**src/plld_defines.vh**
```
// Register map, field positions and timing constants of the lock detector
`ifndef PLLD_DEFINES_VH
`define PLLD_DEFINES_VH
// Register offsets
`define PLLD_A_R_LO        10'h011
`define PLLD_A_R_HI        10'h012
`define PLLD_A_ACNT        10'h013
`define PLLD_A_B_LO        10'h014
`define PLLD_A_B_HI        10'h015
`define PLLD_A_PRESC       10'h016
`define PLLD_A_STAT_ABP    10'h017
`define PLLD_A_LDCFG       10'h018
`define PLLD_A_LDPIN       10'h01A
`define PLLD_A_REFERENCE_MONITOR_PIN      10'h01B
`define PLLD_A_PINCMP      10'h01D
`define PLLD_A_QTHR        10'h01E
`define PLLD_A_STATUS      10'h01F
`define PLLD_A_NDLY        10'h020
`define PLLD_A_RDLY        10'h021
`define PLLD_A_OEQL0       10'h0FC
`define PLLD_A_OEQL1       10'h0FD
// Reset values of the divider counters and qualified-lock threshold
`define PLLD_RST_R         14'h0001
`define PLLD_RST_B         13'h0003
`define PLLD_RST_QTHR      8'h10
// Field positions
`define PLLD_F_LDCNT       6:5
`define PLLD_F_WIN         4
`define PLLD_F_DLDOFF      3
`define PLLD_F_STATSEL     7:2
`define PLLD_F_ABP         1:0
`define PLLD_F_CMPEN       3
`define PLLD_F_DLYEN       3
`define PLLD_F_DLYCODE     2:0
// Prescaler codes: dual modulus P/(P+1), then fixed divide
`define PLLD_PS_DM2        3'h0
`define PLLD_PS_DM4        3'h1
`define PLLD_PS_DM8        3'h2
`define PLLD_PS_DM16       3'h3
`define PLLD_PS_DM32       3'h4
`define PLLD_PS_FD1        3'h5
`define PLLD_PS_FD2        3'h6
`define PLLD_PS_FD3        3'h7
// Pin multiplexer codes
`define PLLD_LD_DLD        6'h01
`define PLLD_LD_ALDN       6'h02
`define PLLD_LD_ALDP       6'h03
`define PLLD_LD_CS         6'h04
`define PLLD_PIN_DLD       6'h01
`define PLLD_PIN_CMP       6'h02
// Lock windows in clock cycles, high and low range
`define PLLD_LK_THR_HI     8'h04
`define PLLD_LK_THR_LO     8'h02
`define PLLD_UL_THR_HI     8'h08
`define PLLD_UL_THR_LO     8'h04
// Consecutive in-window edge pairs per counter code
`define PLLD_LDCNT_0       5'h05
`define PLLD_LDCNT_1       5'h10
`define PLLD_LDCNT_2       5'h02
`define PLLD_LDCNT_3       5'h03
// Delay cell: total range in ns, one clock per code step
`define PLLD_DLY_RANGE_NS  1
`define PLLD_CLK_NS        10
`define PLLD_DLY_STEP_CYC  1
`endif

```
**src/plld_divdly.v**
```verilog
// Edge divider followed by a programmable delay cell
`timescale 1ns/1ps
`default_nettype none
module plld_divdly (
  // Clock and reset
  input  wire        mclk_i,
  input  wire        rst_i,
  input  wire        ce_i,
  // Edge stream and divide ratio
  input  wire        edge_i,
  input  wire [18:0] ratio_i,
  // Delay cell control
  input  wire        dly_en_i,
  input  wire [2:0]  dly_code_i,
  // Divided, delayed pulse
  output reg         pulse_o
);
  reg  [18:0] cnt_q;
  reg  [7:0]  sr_q;
  wire        tick;
  wire [18:0] last;

  // Ratios of zero and one both divide by one
  assign last = (ratio_i > 19'h00001) ? ratio_i - 19'h00001 : 19'h00000;
  assign tick = edge_i && (cnt_q >= last);

  // Edge counter
  always @(posedge mclk_i or posedge rst_i) begin
    if (rst_i) begin
      cnt_q <= 19'h00000;
    end else if (ce_i && edge_i) begin
      cnt_q <= tick ? 19'h00000 : cnt_q + 19'h00001;
    end
  end

  always @(posedge mclk_i or posedge rst_i) begin
    if (rst_i) begin
      sr_q    <= 8'h00;
      pulse_o <= 1'b0;
    end else if (ce_i) begin
      sr_q    <= {sr_q[6:0], tick};
      pulse_o <= dly_en_i ? sr_q[dly_code_i] : tick;
    end
  end
endmodule
`default_nettype wire

```
**src/plld_top.v**
```verilog
// Lock detector with divider ratios, pin muxes and qualified-lock gating
`timescale 1ns/1ps
`default_nettype none
`include "plld_defines.vh"
module plld_top (
  // Clock, reset, enable
  input  wire        mclk_i,
  input  wire        rst_i,
  input  wire        ce_i,
  // Reference and prescaler edge inputs (asynchronous)
  input  wire        ref_clk_i,
  input  wire        vco_clk_i,
  // Register write and read port
  input  wire [9:0]  cfg_addr_i,
  input  wire [7:0]  cfg_wdata_i,
  input  wire        cfg_we_i,
  output reg  [7:0]  cfg_rdata_o,
  // Lock pin (push-pull for DLD, open drain or current source)
  output reg         lock_pin_o,
  output reg         lock_pin_oe_o,
  output reg         lock_src_o,
  // Multiplexed status pins
  output reg         status_pin_o,
  output reg         reference_monitor_pin_o,
  // Clock output enables
  output reg  [15:0] clk_out_en_o
);
  // Configuration registers
  reg [13:0] r_cnt_q;
  reg [5:0]  a_cnt_q;
  reg [12:0] b_cnt_q;
  reg [2:0]  presc_q;
  reg [7:0]  stat_abp_q, ldcfg_q, ldpin_q, reference_monitor_pin_q, pincmp_q, qthr_q;
  reg [7:0]  ndly_q, rdly_q, oeql0_q, oeql1_q;
  // Synchronisers
  reg [2:0]  ref_s_q, vco_s_q;
  // Detector state
  reg        err_act_q, err_ref_q, digital_lock_flag_q, qualified_lock_q;
  reg [7:0]  err_cnt_q;
  reg [4:0]  consec_q;
  reg [15:0] q_cnt_q;
  // Combinational
  reg [5:0]  p_val;
  reg        fixed_divide_mode;
  reg [18:0] n_ratio;
  reg [7:0]  lk_thr, ul_thr, diff;
  reg [4:0]  need;
  reg        done;
  wire       ref_edge, vco_edge, rp, np, comp_out;

  // Two-stage synchronisers, third stage for edge detection
  always @(posedge mclk_i or posedge rst_i) begin
    if (rst_i) begin
      ref_s_q <= 3'h0;
      vco_s_q <= 3'h0;
    end else if (ce_i) begin
      ref_s_q <= {ref_s_q[1:0], ref_clk_i};
      vco_s_q <= {vco_s_q[1:0], vco_clk_i};
    end
  end
  assign ref_edge = ref_s_q[1] & ~ref_s_q[2];
  assign vco_edge = vco_s_q[1] & ~vco_s_q[2];

  // Register writes
  always @(posedge mclk_i or posedge rst_i) begin
    if (rst_i) begin
      r_cnt_q    <= `PLLD_RST_R;
      a_cnt_q    <= 6'h00;
      b_cnt_q    <= `PLLD_RST_B;
      presc_q    <= `PLLD_PS_FD1;
      stat_abp_q <= 8'h00;
      ldcfg_q    <= 8'h00;
      ldpin_q    <= 8'h00;
      reference_monitor_pin_q   <= 8'h00;
      pincmp_q   <= 8'h00;
      qthr_q     <= `PLLD_RST_QTHR;
      ndly_q     <= 8'h00;
      rdly_q     <= 8'h00;
      oeql0_q    <= 8'h00;
      oeql1_q    <= 8'h00;
    end else if (ce_i && cfg_we_i) begin
      case (cfg_addr_i)
        `PLLD_A_R_LO:     r_cnt_q[7:0]  <= cfg_wdata_i;
        `PLLD_A_R_HI:     r_cnt_q[13:8] <= cfg_wdata_i[5:0];
        `PLLD_A_ACNT:     a_cnt_q       <= cfg_wdata_i[5:0];
        `PLLD_A_B_LO:     b_cnt_q[7:0]  <= cfg_wdata_i;
        `PLLD_A_B_HI:     b_cnt_q[12:8] <= cfg_wdata_i[4:0];
        `PLLD_A_PRESC:    presc_q       <= cfg_wdata_i[2:0];
        `PLLD_A_STAT_ABP: stat_abp_q    <= cfg_wdata_i;
        `PLLD_A_LDCFG:    ldcfg_q       <= cfg_wdata_i;
        `PLLD_A_LDPIN:    ldpin_q       <= {2'h0, cfg_wdata_i[5:0]};
        `PLLD_A_REFERENCE_MONITOR_PIN:   reference_monitor_pin_q      <= {3'h0, cfg_wdata_i[4:0]};
        `PLLD_A_PINCMP:   pincmp_q      <= cfg_wdata_i;
        `PLLD_A_QTHR:     qthr_q        <= cfg_wdata_i;
        `PLLD_A_NDLY:     ndly_q        <= {4'h0, cfg_wdata_i[3:0]};
        `PLLD_A_RDLY:     rdly_q        <= {4'h0, cfg_wdata_i[3:0]};
        `PLLD_A_OEQL0:    oeql0_q       <= cfg_wdata_i;
        `PLLD_A_OEQL1:    oeql1_q       <= cfg_wdata_i;
        default: ;
      endcase
    end
  end

  // Prescaler value and mode
  always @* begin
    case (presc_q)
      `PLLD_PS_DM2:  p_val = 6'h02;
      `PLLD_PS_DM4:  p_val = 6'h04;
      `PLLD_PS_DM8:  p_val = 6'h08;
      `PLLD_PS_DM16: p_val = 6'h10;
      `PLLD_PS_DM32: p_val = 6'h20;
      `PLLD_PS_FD1:  p_val = 6'h01;
      `PLLD_PS_FD2:  p_val = 6'h02;
      default:       p_val = 6'h03;
    endcase
    // Codes above the last dual-modulus one are fixed divide
    fixed_divide_mode = (presc_q > `PLLD_PS_DM32);
    // dual modulus N = P*B + A unless B is one, which gives N = P
    n_ratio = p_val * b_cnt_q + {13'h0000, a_cnt_q};
    if (fixed_divide_mode) begin
      n_ratio = p_val * b_cnt_q;
    end
    if (b_cnt_q == 13'h0001) begin
      n_ratio = {13'h0000, p_val};
    end
  end

  plld_divdly u_rdiv (
    .mclk_i     (mclk_i),
    .rst_i      (rst_i),
    .ce_i       (ce_i),
    .edge_i     (ref_edge),
    .ratio_i    ({5'h00, r_cnt_q}),
    .dly_en_i   (rdly_q[`PLLD_F_DLYEN]),
    .dly_code_i (rdly_q[`PLLD_F_DLYCODE]),
    .pulse_o    (rp)
  );

  plld_divdly u_ndiv (
    .mclk_i     (mclk_i),
    .rst_i      (rst_i),
    .ce_i       (ce_i),
    .edge_i     (vco_edge),
    .ratio_i    (n_ratio),
    .dly_en_i   (ndly_q[`PLLD_F_DLYEN]),
    .dly_code_i (ndly_q[`PLLD_F_DLYCODE]),
    .pulse_o    (np)
  );

  // windows from range bit, antibacklash, counter code
  always @* begin
    lk_thr = (ldcfg_q[`PLLD_F_WIN] ? `PLLD_LK_THR_LO : `PLLD_LK_THR_HI)
             + {6'h00, stat_abp_q[`PLLD_F_ABP]};
    ul_thr = (ldcfg_q[`PLLD_F_WIN] ? `PLLD_UL_THR_LO : `PLLD_UL_THR_HI)
             + {6'h00, stat_abp_q[`PLLD_F_ABP]};
    case (ldcfg_q[`PLLD_F_LDCNT])
      2'h0:    need = `PLLD_LDCNT_0;
      2'h1:    need = `PLLD_LDCNT_1;
      2'h2:    need = `PLLD_LDCNT_2;
      default: need = `PLLD_LDCNT_3;
    endcase
    // Pairing of reference and feedback edges
    done = 1'b0;
    diff = 8'h00;
    if (rp && np) begin
      done = 1'b1;
    end else if ((rp || np) && err_act_q) begin
      done = 1'b1;
      diff = (rp == err_ref_q) ? 8'hFF : err_cnt_q;
    end
  end

  // Phase error timing and digital lock
  always @(posedge mclk_i or posedge rst_i) begin
    if (rst_i) begin
      err_act_q           <= 1'b0;
      err_ref_q           <= 1'b0;
      err_cnt_q           <= 8'h00;
      consec_q            <= 5'h00;
      digital_lock_flag_q <= 1'b0;
    end else if (ce_i) begin
      if ((rp || np) && !(rp && np) && (!err_act_q || rp == err_ref_q)) begin
        err_act_q <= 1'b1;
        err_ref_q <= rp;
        err_cnt_q <= 8'h01;
      end else if (done) begin
        err_act_q <= 1'b0;
        err_cnt_q <= 8'h00;
      end else if (err_act_q && err_cnt_q != 8'hFF) begin
        err_cnt_q <= err_cnt_q + 8'h01;
      end
      if (ldcfg_q[`PLLD_F_DLDOFF]) begin
        consec_q            <= 5'h00;
        digital_lock_flag_q <= 1'b0;
      end else if ((done && diff > ul_thr) ||
                   (err_act_q && err_cnt_q > ul_thr)) begin
        consec_q            <= 5'h00;
        digital_lock_flag_q <= 1'b0;
      end else if (done && diff < lk_thr) begin
        if (consec_q + 5'h01 >= need) begin
          digital_lock_flag_q <= 1'b1;
          consec_q            <= need;
        end else begin
          consec_q <= consec_q + 5'h01;
        end
      end else if (done) begin
        consec_q <= 5'h00;
      end
    end
  end

  always @(posedge mclk_i or posedge rst_i) begin
    if (rst_i) begin
      q_cnt_q          <= 16'h0000;
      qualified_lock_q <= 1'b0;
    end else if (ce_i) begin
      if (!digital_lock_flag_q) begin
        q_cnt_q          <= 16'h0000;
        qualified_lock_q <= 1'b0;
      end else if (q_cnt_q >= {qthr_q, 8'h00}) begin
        qualified_lock_q <= 1'b1;
      end else begin
        q_cnt_q <= q_cnt_q + 16'h0001;
      end
    end
  end

  // Comparator sees high when disabled
  assign comp_out = ~pincmp_q[`PLLD_F_CMPEN] |
                    (qualified_lock_q & (ldpin_q[5:0] == `PLLD_LD_CS));

  // Pin drivers, enables and read data
  always @(posedge mclk_i or posedge rst_i) begin
    if (rst_i) begin
      lock_pin_o              <= 1'b0;
      lock_pin_oe_o           <= 1'b0;
      lock_src_o              <= 1'b0;
      status_pin_o            <= 1'b0;
      reference_monitor_pin_o <= 1'b0;
      clk_out_en_o            <= 16'hFFFF;
      cfg_rdata_o             <= 8'h00;
    end else if (ce_i) begin
      lock_src_o <= 1'b0;
      case (ldpin_q[5:0])
        `PLLD_LD_DLD: begin
          lock_pin_oe_o <= 1'b1;
          lock_pin_o    <= digital_lock_flag_q;
        end
        `PLLD_LD_ALDN: begin
          lock_pin_oe_o <= err_act_q;
          lock_pin_o    <= 1'b0;
        end
        `PLLD_LD_ALDP: begin
          lock_pin_oe_o <= err_act_q;
          lock_pin_o    <= 1'b1;
        end
        `PLLD_LD_CS: begin
          lock_src_o    <= digital_lock_flag_q;
          lock_pin_oe_o <= ~digital_lock_flag_q;
          lock_pin_o    <= 1'b0;
        end
        default: begin
          lock_pin_oe_o <= 1'b1;
          lock_pin_o    <= 1'b0;
        end
      endcase
      status_pin_o <=
        (stat_abp_q[`PLLD_F_STATSEL] == `PLLD_PIN_DLD) ? digital_lock_flag_q :
        (stat_abp_q[`PLLD_F_STATSEL] == `PLLD_PIN_CMP) ? comp_out : 1'b0;
      reference_monitor_pin_o <=
        (reference_monitor_pin_q[5:0] == `PLLD_PIN_DLD) ? digital_lock_flag_q :
        (reference_monitor_pin_q[5:0] == `PLLD_PIN_CMP) ? comp_out : 1'b0;
      clk_out_en_o <= ~{oeql1_q, oeql0_q} | {16{qualified_lock_q}};
      case (cfg_addr_i)
        `PLLD_A_R_LO:     cfg_rdata_o <= r_cnt_q[7:0];
        `PLLD_A_R_HI:     cfg_rdata_o <= {2'h0, r_cnt_q[13:8]};
        `PLLD_A_ACNT:     cfg_rdata_o <= {2'h0, a_cnt_q};
        `PLLD_A_B_LO:     cfg_rdata_o <= b_cnt_q[7:0];
        `PLLD_A_B_HI:     cfg_rdata_o <= {3'h0, b_cnt_q[12:8]};
        `PLLD_A_PRESC:    cfg_rdata_o <= {5'h00, presc_q};
        `PLLD_A_STAT_ABP: cfg_rdata_o <= stat_abp_q;
        `PLLD_A_LDCFG:    cfg_rdata_o <= ldcfg_q;
        `PLLD_A_LDPIN:    cfg_rdata_o <= ldpin_q;
        `PLLD_A_REFERENCE_MONITOR_PIN:   cfg_rdata_o <= reference_monitor_pin_q;
        `PLLD_A_PINCMP:   cfg_rdata_o <= pincmp_q;
        `PLLD_A_QTHR:     cfg_rdata_o <= qthr_q;
        `PLLD_A_STATUS:   cfg_rdata_o <= {4'h0, comp_out, err_act_q,
                                          qualified_lock_q,
                                          digital_lock_flag_q};
        `PLLD_A_NDLY:     cfg_rdata_o <= ndly_q;
        `PLLD_A_RDLY:     cfg_rdata_o <= rdly_q;
        `PLLD_A_OEQL0:    cfg_rdata_o <= oeql0_q;
        `PLLD_A_OEQL1:    cfg_rdata_o <= oeql1_q;
        default:          cfg_rdata_o <= 8'h00;
      endcase
    end
  end
endmodule
`default_nettype wire

```
**config.mk**
```make
export PLATFORM = sky130hd
export DESIGN_NAME = plld_top
export DESIGN_NICKNAME = d
export VERILOG_FILES = /design/src/plld_divdly.v /design/src/plld_top.v
export VERILOG_INCLUDE_DIRS = /design/src /design/src/src
export SDC_FILE = /design/constraint.sdc
export NUM_CORES = 1
export LEC_CHECK = 0
export BUFFER_PORTS_ARGS = -buffer_cell sky130_fd_sc_hd__buf_2
export CORE_ASPECT_RATIO = 0.5
export CORE_MARGIN = 1
export CORE_UTILIZATION = 44
export DETAILED_ROUTE_END_ITERATION = 10
export GPL_ROUTABILITY_DRIVEN = 0
export PLACE_DENSITY = 0.61
export SYNTH_ARGS = -nofsm -noshare
export SYNTH_HDL_FRONTEND = slang
export SYNTH_HIERARCHICAL = 1
export SYNTH_SLANG_ARGS = --single-unit
export TNS_END_PERCENT = 20
```
**constraint.sdc**
```tcl
create_clock -name mclk_i -period 17.9 [get_ports mclk_i]
set_input_delay 0.895 -clock mclk_i [delete_from_list [all_inputs] [get_ports mclk_i]]
set_output_delay 0.895 -clock mclk_i [all_outputs]
set_load 0.005 [all_outputs]
```
==> flow_metrics.py <==
metrics = {
    "worst_setup_path": {
        "reg2reg_depth": 29,
        "worstPathRequired_ns": 18.28,
        "worstPathArrival_ns": 9.12,
        "start_kind": "flip-flop",
        "reg2reg_from": "presc_q[0]",
        "cpMaxStageDelayCell": "nor3b_1",
        "path_common_cell": "ha_1",
        "max_stage_delay_ns": 0.96,
        "critPathCaptureType": "flip-flop",
        "worstSetupPathType": "reg -> reg",
        "cp_max_fo": 21,
        "r2r_end": "u_ndiv/cnt_q[9]",
        "r2r_slack_ns": 9.16,
    },
    "logic_synthesis": {
        "yosys.area.top_type_share": 0.305,
        "synthSimpleGateAreaFrac": 0.194,
        "ys.flop_type": "dfrtp_1",
        "synth-seq-area-share": 0.339,
        "synth_compound_area_frac": 0.132,
        "synth_area_um2": 16800,
        "synth.area.top_cells": "dfrtp_1 30%, mux2_2 8.6%, ha_1 8.3%",
        "avgSynthCellArea_um2": 9.53,
        "synth_top_family_by_area": "simple AND/OR/NAND/NOR gates",
        "yosys_warnings": 6,
        "ys_types": 104,
        "synth_common_cells": "205 x dfrtp_1, 170 x nand2_1, 129 x mux2_2, 127 x nor2_1, 123 x inv_1",
        "synth_cells": 1767,
        "synthAdderAreaFrac": 0.138,
        "ys_ff_latch": 227,
        "synth_top_area_cell": "dfrtp_1",
        "ys_async_sr_fraction": 1.00,
        "synth_edf_count": 0,
        "synth_xor_xnor_area_share": 0.0489,
        "muxShareOfSynthArea": 0.103,
        "synth.most_common_cell": "dfrtp_1",
    },
    "grt": {
        "grt_max_degree": 62,
        "grtUsageTotal": 0.218,
        "overflow": 0,
        "antenna_found_initial": 0,
        "grt_pass1_vias": 12700,
        "grt_pass1_wl_um": 69200,
    },
    "die": {
        "die-area_um2": 39100,
        "io_pins": 53,
        "fp.dieH_um": 140,
        "rows": 50,
        "die_x_um": 279,
        "core_um2": 37500,
        "start_util": 0.449,
    },
    "cts": {
        "cts_root_buf": "clkbuf_16",
        "cts_tree": "built",
        "cts_sinks": 227,
        "cts_resized": 0,
        "clk_pin_slew_ns": 0.06,
        "htree_levels": 1,
        "cts_buffer_depth": 3,
        "cts_hold_buf": 0,
        "numCtsBuffers": 24,
        "postCtsSetupRepairBufs": 0,
        "insertion_delay_ns": 0.57,
    },
    "sta": {
        "fin_crit_sh": 0.488,
        "slew_violations": 0,
        "rsz0062_at_grt": "false",
        "min_period_ns": 8.74,
        "relSlewSlack": 0.234,
        "fin_skew_ns": 0.0373,
        "fmax_mhz": 114,
        "setup_violations": 0,
        "worstMarginPinSlew_ns": 1.15,
        "hold_viol": 0,
        "layout_setup_ws_ns": 9.16,
        "setup_tns_ns": 0,
    },
    "layout": {
        "final_nets": 1985,
        "finish.utilization": 0.490,
        "drive_above_1_share": 0.167,
        "multi_input_area_um2": 10400,
        "seqCellArea_um2": 5710,
        "final_area_um2": 18400,
        "diodes": 0,
        "syn2layout_area_growth_pct": 9.17,
        "fillCellCount": 3542,
    },
    "status": {
        "status": "complete, no violations",
    },
    "placement": {
        "hpwl_um": 30900,
        "placed_area_um2": 17600,
        "io_buffers": 52,
        "dp_worst_setup_slack_ns": 9.08,
    },
    "drt": {
        "vias": 13000,
        "drc": 0,
        "dr.pass1.iters": 5,
        "wl_per_cell_um": 18.2,
        "initialDrtViolationCount": 784,
        "ant_nets": 0,
        "routed_wl_um": 42100,
        "vias_per_cell": 5.64,
    },
    "pwr": {
        "peakVddDrop_mv": 0.0704,
        "powerDensity_nw_per_um2": 70.0,
        "power.leakage_nw": 8.61,
    },
    "hold_path": {
        "min_path_type": "in -> async",
    },
    "flow_run": {
        "maxCapViolCount": 0,
    },
}
-- area by class of cell --
cell class	instances	area share
inverters	124	0.0256
flip-flops and latches	227	0.310
repair buffers	59	0.0170
clock inverters	14	0.00980
multi-input cells	1367	0.568
well taps	494	0.0336
clock buffers	30	0.0355
-- how the worst max path moves through the flow --
| stage | from | to | cells after the start |
|---|---|---|---|
| detailed placement | presc_q[0] | u_ndiv/cnt_q[15] | 29 |
| floorplan | presc_q[0] | u_ndiv/cnt_q[10] | 33 |
| global placement | presc_q[0] | u_ndiv/cnt_q[8] | 29 |
| CTS | presc_q[0] | u_ndiv/cnt_q[9] | 29 |
| global route | presc_q[0] | u_ndiv/cnt_q[7] | 29 |
| finish | presc_q[0] | u_ndiv/cnt_q[9] | 29 |
-- metal layers --
metal / vias up / GRT usage / share of wire
met3: 47 / 0.0379 / 0.050
met4: 0 / 0.0364 / 0.015
met1: 6377 / 0.321 / 0.49
met2: 266 / 0.340 / 0.44
met5: - / 0 / 0
li1: 6358 / - / -
-- worst max-delay path: cells and delay by family, from the launching register on --
kind | cells | cell delay [ns]
AO/OA/AOI/OAI | 6 | 1.90
adder cells (fa/ha/maj) | 7 | 2.40
AND/OR/NAND/NOR | 13 | 3.34
buffers and inverters | 3 | 0.16
flip-flops | 1 | 0.74
-- registers in the layout, summed over array words and instances (netlist names), 5 cells and up --
signal and flops:
u_rdiv/sr_q 8, err_cnt_q 8, u_rdiv/cnt_q 19, oeql1_q 8
q_cnt_q 16, oeql0_q 8, u_ndiv/sr_q 8, consec_q 5
a_cnt_q 6, pincmp_q 8, ldpin_q 6, clk_out_en_o 16
reference_monitor_pin_q 5, ldcfg_q 8, u_ndiv/cnt_q 19, b_cnt_q 13
cfg_rdata_o 8, stat_abp_q 8, r_cnt_q 14, qthr_q 8
-- power by group --
group | internal (mW) | switching, mW
registers | 0.537 | 0.0337
logic | 0.0758 | 0.114
clock network | 0.305 | 0.222
total | 0.918 | 0.369
-- logic make-up (layout without fill, tap and decap cells) --
kind of cell / count (synthesis) / count (layout)
multiplexers: 153 / 153
adder cells (fa/ha/maj): 158 / 158
buffers and inverters: 188 / 227
AND/OR/NAND/NOR: 623 / 623
other: 1 / 16
AO/OA/AOI/OAI: 323 / 323
flip-flops: 227 / 227
XOR/XNOR: 94 / 94
-- metrics by stage --
stage	power [mW]	hold WS (ns)	cells
after CTS	1.30	0.407	2315
after detailed placement	0.770	0.426	2271
after global routing	1.35	0.422	2315
final	1.29	0.391	2315
after global placement	0.767	0.421	2271
after floorplan	0.716	0.395	1782
-- cell usage in the layout (no fill, tap or decap), types with 9 or more instances in the layout --
master | netlist | layout
a211oi_1 | 19 | 19
a21o_1 | 9 | 9
a21oi_1 | 84 | 84
a22oi_1 | 12 | 12
and2_1 | 54 | 54
and3_1 | 33 | 33
buf_2 | 11 | 52
clkbuf_16 | 0 | 24
conb_1 | 1 | 16
dfrtp_1 | 205 | 205
dfstp_2 | 22 | 22
fa_1 | 46 | 46
ha_1 | 112 | 112
inv_1 | 123 | 122
mux2_2 | 129 | 129
mux2i_1 | 20 | 20
nand2_1 | 170 | 170
nand2b_1 | 17 | 17
nand3_1 | 50 | 50
nand4_1 | 25 | 25
nor2_1 | 127 | 127
nor2b_1 | 26 | 26
nor3_1 | 28 | 28
nor4_1 | 15 | 15
o21a_1 | 10 | 10
o21ai_0 | 62 | 62
o22ai_1 | 10 | 10
xnor2_1 | 52 | 52
xor2_1 | 42 | 42
Note: power is estimated with default switching activity, not from simulation.
